`config.mk`:
```
export PLATFORM = sky130hd
export DESIGN_NAME = adc_baud_and_conversion_timing
export DESIGN_NICKNAME = d
export VERILOG_FILES = /design/src/adc_timing_pkg.sv /design/src/adc_baud_and_conversion_timing.sv
export VERILOG_INCLUDE_DIRS = /design/src /design/src/src
export SDC_FILE = /design/constraint.sdc
export NUM_CORES = 1
export LEC_CHECK = 0
export ABC_CLOCK_PERIOD_IN_PS = 2800
export BUFFER_PORTS_ARGS = -buffer_cell sky130_fd_sc_hd__buf_2
export CAP_MARGIN = 10
export CORE_ASPECT_RATIO = 1.1
export CORE_MARGIN = 4
export CORE_UTILIZATION = 30
export CTS_BUF_LIST = sky130_fd_sc_hd__clkbuf_2
export DETAILED_ROUTE_END_ITERATION = 10
export GPL_ROUTABILITY_DRIVEN = 0
export GPL_TIMING_DRIVEN = 0
export HOLD_SLACK_MARGIN = 0.15
export SETUP_SLACK_MARGIN = 0.1
export SLEW_MARGIN = 15
export SYNTH_ARGS = -nofsm -noshare
export SYNTH_HDL_FRONTEND = slang
export SYNTH_SLANG_ARGS = --single-unit
```
`constraint.sdc`:
```
create_clock -name clk_in -period 2.8 [get_ports clk_in]
set_input_delay 0.28 -clock clk_in [delete_from_list [all_inputs] [get_ports clk_in]]
set_output_delay 0.28 -clock clk_in [all_outputs]
set_load 0.02 [all_outputs]
```
`src/adc_timing_cfg.svh`:
```
// Purpose: Constants for the converter timing block.
// Assumes: One master clock; counts are in master clock cycles.
// Notes: Included by the package and the design module.
`ifndef ADC_TIMING_CFG_SVH
`define ADC_TIMING_CFG_SVH

`define DIV_300 10'h200
`define DIV_1200 10'h080
`define DIV_9600 10'h010
`define DIV_19200 10'h008
`define SEL_300 2'h0
`define SEL_1200 2'h1
`define SEL_9600 2'h2
`define SEL_19200 2'h3
`define OVERSAMPLE 5'h10
`define CONV_HI_COMP 19'h4e200
`define CONV_HI_UNCOMP 19'h27100
`define CONV_LO_COMP 19'h13880
`define CONV_LO_UNCOMP 19'h09c40
`define ONE_DIV 10'h001
`define ONE_CONV 19'h00001
`define ONE_BIT 4'h1

`endif

```
`src/adc_timing_pkg.sv`:
```
// Purpose: Types for the converter timing block.
// Assumes: Constants come from the cfg header.
// Notes: Holds the conversion state type.
`include "adc_timing_cfg.svh"
package adc_timing_pkg;
	typedef logic [9:0] div_type;
	typedef logic [18:0] conv_count_type;
	typedef enum logic [1:0] {
		st_idle,
		st_run
	} conv_state_type;
endpackage : adc_timing_pkg

```
`src/adc_baud_and_conversion_timing.sv`:
```
// Purpose: Data clock and conversion duration timing for a dual-slope converter.
// Assumes: Inputs synchronous to clk_in; all state frozen while ce_in is low.
// Notes: Parallel and synchronous-serial paths do not use the data clock.
//        Every count advances only on edges where ce_in is high.
//
// What this block does
// Divide master clock by 512/128/16/8 per baud.
// Data clock is sixteen times bit rate.
// Conversion lasts fixed cycles by resolution, compensation.
// Low-res uncompensated conversion lasts 40,000 cycles.
// Parallel and synchronous rates ignore master clock.
// Baud scales proportionally with master clock.
// Host programs its UART divider to match.
// Continuous mode overwrites results every conversion.
// Free-running divider counter with one-cycle enable.
`timescale 1ns/1ps
`default_nettype none
`include "adc_timing_cfg.svh"
module adc_baud_and_conversion_timing (
	input wire logic clk_in,
	input wire logic nrst_in,
	input wire logic ce_in,
	input wire logic [1:0] baud_sel_in,
	input wire logic async_mode_in,
	input wire logic start_in,
	input wire logic continuous_in,
	input wire logic high_res_in,
	input wire logic compensated_in,
	input wire logic [23:0] result_in,
	output logic data_clk_en_out,
	output logic bit_tick_out,
	output logic converting_out,
	output logic conv_done_out,
	output logic updated_out,
	output logic [23:0] result_out
);
	import adc_timing_pkg::*;

	// ----------------------------------------
	// Decoding
	// ----------------------------------------
	function automatic div_type divider_of(input logic [1:0] sel);
		case (sel)
			`SEL_300: begin
				divider_of = `DIV_300;
			end
			`SEL_1200: begin
				divider_of = `DIV_1200;
			end
			`SEL_9600: begin
				divider_of = `DIV_9600;
			end
			default: begin
				divider_of = `DIV_19200;
			end
		endcase
	endfunction : divider_of

	function automatic conv_count_type duration_of(input logic hi, input logic comp);
		case ({hi, comp})
			2'h3: begin
				duration_of = `CONV_HI_COMP;
			end
			2'h2: begin
				duration_of = `CONV_HI_UNCOMP;
			end
			2'h1: begin
				duration_of = `CONV_LO_COMP;
			end
			default: begin
				duration_of = `CONV_LO_UNCOMP;
			end
		endcase
	endfunction : duration_of

	// ----------------------------------------
	// Data clock decode
	// ----------------------------------------
	// Counting in master cycles makes every rate track the clock, so a nonstandard
	// clock shifts the baud and the host must match it with its own divider.
	div_type div_cnt_ff;
	div_type nxt_div_cnt;
	logic [3:0] bit_cnt_ff;
	logic [3:0] nxt_bit_cnt;
	logic div_wrap;
	logic data_pulse;

	// Greater-or-equal keeps a shortened divider change from running away.
	always_comb begin
		div_wrap = (div_cnt_ff >= divider_of(baud_sel_in) - `ONE_DIV);
		data_pulse = div_wrap && async_mode_in;
		if (div_wrap) begin
			nxt_div_cnt = '0;
		end else begin
			nxt_div_cnt = div_cnt_ff + `ONE_DIV;
		end
		if (data_pulse) begin
			nxt_bit_cnt = bit_cnt_ff + `ONE_BIT;
		end else begin
			nxt_bit_cnt = bit_cnt_ff;
		end
	end

	// ----------------------------------------
	// Divider counter
	// ----------------------------------------
	always_ff @(posedge clk_in) begin
		if (!nrst_in) begin
			div_cnt_ff <= '0;
			data_clk_en_out <= 1'b0;
		end else if (ce_in) begin
			div_cnt_ff <= nxt_div_cnt;
			data_clk_en_out <= data_pulse;
		end
	end

	// ----------------------------------------
	// Bit ticks
	// ----------------------------------------
	always_ff @(posedge clk_in) begin
		if (!nrst_in) begin
			bit_cnt_ff <= '0;
			bit_tick_out <= 1'b0;
		end else if (ce_in) begin
			bit_cnt_ff <= nxt_bit_cnt;
			bit_tick_out <= data_pulse && (bit_cnt_ff == 4'(`OVERSAMPLE - 5'h01));
		end
	end

	// ----------------------------------------
	// Conversion timing
	// ----------------------------------------
	conv_state_type state_ff;
	conv_count_type conv_cnt_ff;
	conv_count_type reload_len;
	logic cont_ff;
	wire logic conv_end = (state_ff == st_run) && (conv_cnt_ff == `ONE_CONV);

	// Sampled at every start and every reload, so a continuous run follows a
	// change of resolution or compensation from the next conversion on.
	always_comb begin
		reload_len = duration_of(high_res_in, compensated_in);
	end

	// ----------------------------------------
	// Repeat flag
	// ----------------------------------------
	always_ff @(posedge clk_in) begin
		if (!nrst_in) begin
			cont_ff <= 1'b0;
		end else if (ce_in && state_ff == st_idle && start_in) begin
			cont_ff <= continuous_in;
		end
	end

	// ----------------------------------------
	// Conversion counter
	// ----------------------------------------
	always_ff @(posedge clk_in) begin
		if (!nrst_in) begin
			state_ff <= st_idle;
			conv_cnt_ff <= '0;
		end else if (ce_in) begin
			case (state_ff)
				st_idle: begin
					if (start_in) begin
						state_ff <= st_run;
						conv_cnt_ff <= reload_len;
					end
				end
				st_run: begin
					if (conv_end) begin
						// Continuous mode reloads at once; results never wait for the host.
						if (cont_ff) begin
							conv_cnt_ff <= reload_len;
						end else begin
							state_ff <= st_idle;
							conv_cnt_ff <= '0;
						end
					end else begin
						conv_cnt_ff <= conv_cnt_ff - `ONE_CONV;
					end
				end
				default: state_ff <= st_idle;
			endcase
		end
	end

	always_ff @(posedge clk_in) begin
		if (!nrst_in) begin
			conv_done_out <= 1'b0;
			converting_out <= 1'b0;
		end else if (ce_in) begin
			// A single conversion drops its busy level on the same edge as done.
			conv_done_out <= conv_end;
			converting_out <= (state_ff == st_run) && !(conv_end && !cont_ff);
		end
	end

	// ----------------------------------------
	// Result capture
	// ----------------------------------------
	always_ff @(posedge clk_in) begin
		if (!nrst_in) begin
			result_out <= '0;
			updated_out <= 1'b0;
		end else if (ce_in) begin
			if (conv_end) begin
				result_out <= result_in;
				updated_out <= 1'b1;
			end else if (start_in && state_ff == st_idle) begin
				updated_out <= 1'b0;
			end
		end
	end
endmodule : adc_baud_and_conversion_timing
`default_nettype wire

```
* After elaboration in Yosys (flattened, before gate mapping)
Index checks and enable logic that the tools add are counted.
** Storage, ports and cells
- Register bits after elaboration :: 65
- Bits in latches :: 0
- RAM bits :: 0
- Memory bits (read-only) :: 0
- Input bits :: 34
- Output and inout port bits :: 29
- Memories :: 0
** Cells by class
- $add $sub $neg :: 4
- $mul :: 0
- Div/mod/pow operators :: 0
- Order comparisons :: 1
- Equal/unequal tests :: 11
- Shifts and indexed selects :: 0
- Mux-type cells :: 13
- Bitwise operators :: 0
- Reductions and logical operators :: 19
** Operators by type and width (count)
- $mux 19 :: 3
- $pmux 19 s3 :: 1
- $pmux 19 s2 :: 1
- $pmux 10 s3 :: 1
- $eq 19x1->1 const B :: 1
- $sub 19x1->19 const B :: 1
- $add 10x1->10 const B :: 1
- $ge 10x10->1 :: 1
- $mux 10 :: 1
- $sub 10x1->10 const B :: 1
- $logic_and 1x1->1 :: 8
- $eq 2x1->1 const B :: 3
- $eq 2x2->1 const B :: 3
- $mux 2 :: 3
- $ne 2x2->1 const B :: 3
- $reduce_and 2->1 :: 3
- $add 4x1->4 const B :: 1
- $eq 4x4->1 const B :: 1
- $logic_not 2->1 :: 2
- $pmux 2 s2 :: 1
- $reduce_and 4->1 :: 1
- $reduce_bool 2->1 :: 2
- $reduce_and 3->1 :: 1
- $logic_not 1->1 :: 2
- $mux 1 :: 2

* Depth between registers and ports, before layout
- Depth in word-level cells :: 6
- Depth in mapped cells :: 10

* Worst setup path after synthesis
Ideal clock, no wire load.
- Path type :: reg2reg
- From :: reg conv_cnt_ff[6]
- To :: reg result_out[22]
- Library setup time :: 0.135 ns
- Data arrival time :: 2.274 ns
- Slack :: 0.390 ns
- Stages on the path, launching flop included :: 9
- Clock period less this slack :: 2.410 ns
- Path through :: dfxtp_1 > or4_4 > or4_1 > buf_2 > or3_1 > buf_6 > buf_6 > nand2_1 > a21oi_1
** On the way
- Word-level cells in the longest chain between the ends :: 3
** Ends and longest elaborated chain
- start: declaration :: line adc_baud_and_conversion_timing.sv:134 : conv_count_type conv_cnt_ff;
- start signal: assignment :: line adc_baud_and_conversion_timing.sv:168 : conv_cnt_ff <= reload_len;
- start signal: assignment :: line adc_baud_and_conversion_timing.sv:175 : conv_cnt_ff <= reload_len;
- start signal: assignment :: line adc_baud_and_conversion_timing.sv:181 : conv_cnt_ff <= conv_cnt_ff - `ONE_CONV;
- $eq 19x1->1 (no source line)
- $logic_and 1x1->1 :: line adc_baud_and_conversion_timing.sv:137 : wire logic conv_end = (state_ff == st_run) && (conv_cnt_ff == `ONE_CONV);
- $reduce_and 2->1 (no source line)
- end signal: assignment :: line adc_baud_and_conversion_timing.sv:209 : result_out <= result_in;
- end: declaration :: line adc_baud_and_conversion_timing.sv:35 : output logic [23:0] result_out
No other way between the ends.
A chain may end at the register's enable or synchronous reset.

* Worst setup path after layout
- From :: reg conv_cnt_ff[6]
- To :: reg result_out[14]
Same word-level chain as after synthesis.

==> metrics.md <==
| Metric | Value |
|---|---|
| Status | `completed` |
| Max rail drop VDD | `~0.21 mV` |
| Placed insts | `589` |
| Clock root buffer | `clkbuf_2` |
| Hold Path Class | `primary input to flop` |
| Design area | `4060 µm²` |
| Area growth from synthesis to layout | `28.3%` |
| Final setup fails | `0` |
| Post-Syn Area | `3160 µm²` |
| Ratio of routed vias to standard cells | `roughly 5` |
| Worst-Skew Late Latency | `0.52 ns` |
| Ys flop type | `dfxtp_1` |
| Post-CTS Repair Setup Buffers | `0` |
| Row cnt | `39` |
| Max-cap violations | `0` |
| CTS tree | `yes` |
| Clk pwr share | `between 30 and 40%` |
| Total core area | `10300 µm²` |
| # IOs | `63` |
| Nets | `around 530` |
| Final Non-Filler Cells | `630` |
| Vias in the first global route | `3044` |
| Worst Tran Pin Value | `0.788 ns` |
| Post-synthesis net count | `435` |
| First-pass GRT wire length | `14800 µm` |
| Routed wire length | `8890 µm` |
| F_max | `about 390 MHz` |
| Clk sinks | `64` |
| Largest net degree at the start of global routing | `13` |
| Min cycle time layout | `2.57 ns` |
| Crit Path Class | `flop to flop` |
| Antenna Cells | `0` |
| Post-DRT Antenna Nets | `0` |
| Fin Clk Skew | `~0.036 ns` |
| DRT iter0 DRCs | `243` |
| Period utilisation layout | `91.9%` |
| Critical path arrival | `2.96 ns` |
| Die Width | `106 µm` |
| Hold slack | `0.193 ns` |
| Dpl hpwl | `6460 µm` |
| Pwr dens | `501 nW/µm²` |
| Antenna violations before repair | `0` |
| Chip height | `116 µm` |
| RSZ-0062 raised after global routing | `no` |
| Via Count | `3178` |
| Worst EP required | `3.19 ns` |
| DRT Pass-1 Iters | `4` |
| CP startpoint kind | `flop` |
| GRT Resource Usage Total | `14.9%` |
| Flop and latch count out of synthesis | `64` |
| TritonCTS Buffers | `9` |
| Sequential fraction of the synthesis area | `40.5%` |
| Drt drc | `0` |
| Setup TNS | `0 ns` |
| Max-Slew Margin vs Limit | `47.1%` |
| Comb pwr share | `a little under a fifth` |
| DR WL/cell | `approximately 14 µm` |
| NetSw | `629 µW` |
| Share of layout cells above drive strength 1 | `19.5%` |
| Post-synthesis cell count | `~380` |
| Reg power frac | `48.3%` |
| Static leakage | `1.66 nW` |
| P_int | `1.40 mW` |
| Placed cell areas | `roughly 3700 µm²` |
| Syn Area/Cell | `8.24 µm²` |
| Die area | `12300 µm²` |
| Ys async rst share | `0%` |
| Fin. Hold Viols | `0` |
| Longest Clk Path Bufs | `2` |
| Gr ovfl total | `0` |
| Sw Ratio | `30.9%` |
| Starting Density | `30.6%` |
| Crit Path Max Fanout | `10` |
| H-tree level count | `3` |
| Clock slew at reported path FFs | `around 0.18 ns` |
| Post-synth cell types | `56` |
| Synthesis Warnings | `0` |
| Post-synth EDFFs | `0` |
| Final max-slew violation count | `0` |
| # fillers | `between 1000 and 1500` |
| Endpoint class of the critical path | `flop` |
| I/O Buffers | `between 60 and 70` |
## per-stage QoR
stage / setup slack, ns / power [mW] / utilization [%]
2_1_floorplan: 0.390 / 1.23 / -
3_3_place_gp: 0.231 / 1.34 / 35.3
3_5_place_dp: 0.193 / 1.34 / 35.3
4_1_cts: 0.185 / 2.03 / 39.1
5_1_grt: 0.127 / 2.14 / 39.2
6_report: 0.228 / 2.03 / 39.2
## state kept, by name, indices dropped and copies added, names as in the netlist
signal	flops
result_out	24
updated_out	1
cont_ff	1
data_clk_en_out	1
conv_done_out	1
converting_out	1
state_ff	1
conv_cnt_ff	19
bit_tick_out	1
bit_cnt_ff	4
div_cnt_ff	10
## cell usage after synthesis (all sizes together) (4+ instances only)
library cell  instances  area [µm²]
and3                  4        25.0
dfxtp                64        1280
inv                  13        48.8
clkbuf               10        37.5
o21ai                15        75.1
and4                  4        35.0
nand2                69         259
ha                   17         213
nor3                  7        46.3
nand4                 5        31.3
o211ai                6        45.0
or3                   6        37.5
nor2                 26        97.6
a32oi                 4        35.0
xor2                 12         105
buf                   8        57.6
or4                   5        41.3
and2                  5        31.3
a21oi                44         228
nand3                13        65.1
## path summary, 6_finish.rpt
path | from | slack (ns) | cells after the start | endpoint
setup / recovery | conv_cnt_ff[6] | 0.23 | 8 | result_out[14]
hold / removal | nrst_in | 0.19 | 4 | conv_cnt_ff[17]
setup reg to reg | conv_cnt_ff[6] | 0.23 | 8 | result_out[14]
hold reg to reg | result_out[1] | 0.47 | 2 | result_out[1]
## final cells by class
cell class	instances	area [µm²]	area share, %
sequential	64	1280	31.6
tap	143	179	4.41
multi-input combinational	289	1750	43.2
clock buffer	9	45.0	1.11
clock inverter	7	93.8	2.31
timing repair buffer	87	561	13.8
inverter	13	48.8	1.20
buffer	18	95.1	2.34
## kinds of logic after synthesis
group | share of synthesized area, %
AO/OA/AOI/OAI | 18.4
buffers and inverters | 4.55
AND/OR/NAND/NOR | 24.8
adder cells (fa/ha/maj) | 6.72
XOR/XNOR | 3.88
flip-flops | 40.5
multiplexers | 0.989
other | 0.119
## per-layer routing
layer  GRT usage (%)  wire (µm)  share of wire (%)
met1            18.3       3790                 43
met2            25.8       4410                 50
met3            2.28        395                4.4
met4            6.99        295                3.3
met5               0          0                  0
## worst max-delay path, stage by stage, from the launching register on
cell     delay [ns]
dfxtp_2        0.40
or4_4          0.56
or4_1          0.50
buf_2          0.20
or3_1          0.39
buf_6          0.15
buf_6          0.14
nand2_1        0.06
a21oi_1        0.06
## cells in the final DEF (no fill, tap or decap), types with 4 or more instances in the layout
| cell type | count |
|---|---|
| a21oi_1 | 42 |
| buf_2 | 66 |
| and2_1 | 5 |
| xor2_1 | 12 |
| dfxtp_1 | 63 |
| a32oi_1 | 4 |
| nand4_1 | 5 |
| nor3_1 | 6 |
| o211ai_1 | 6 |
| o21ai_1 | 6 |
| clkbuf_1 | 10 |
| nand2_1 | 69 |
| o21ai_0 | 9 |
| inv_1 | 13 |
| or3_1 | 6 |
| nor2_1 | 26 |
| and3_1 | 4 |
| and4_1 | 4 |
| ha_1 | 17 |
| clkbuf_2 | 9 |
| dlygate4sd3_1 | 25 |
| nand3_1 | 13 |
## power by group through the flow
stage	sequential, mW	clock [mW]	combinational, mW
after detailed placement	0.999	0	0.346
after floorplan	0.990	0	0.241
after CTS	0.980	0.671	0.375
after global routing	0.989	0.717	0.432
final	0.982	0.662	0.390
after global placement	0.997	0	0.342
## timing repair
action,in CTS,in global routing
endpoints found under the setup margin,0,20
resized for setup,0,4
hold buffers,25,0
endpoints found under the hold margin,25,0
No activity file was read; power rests on OpenSTA's default activity.
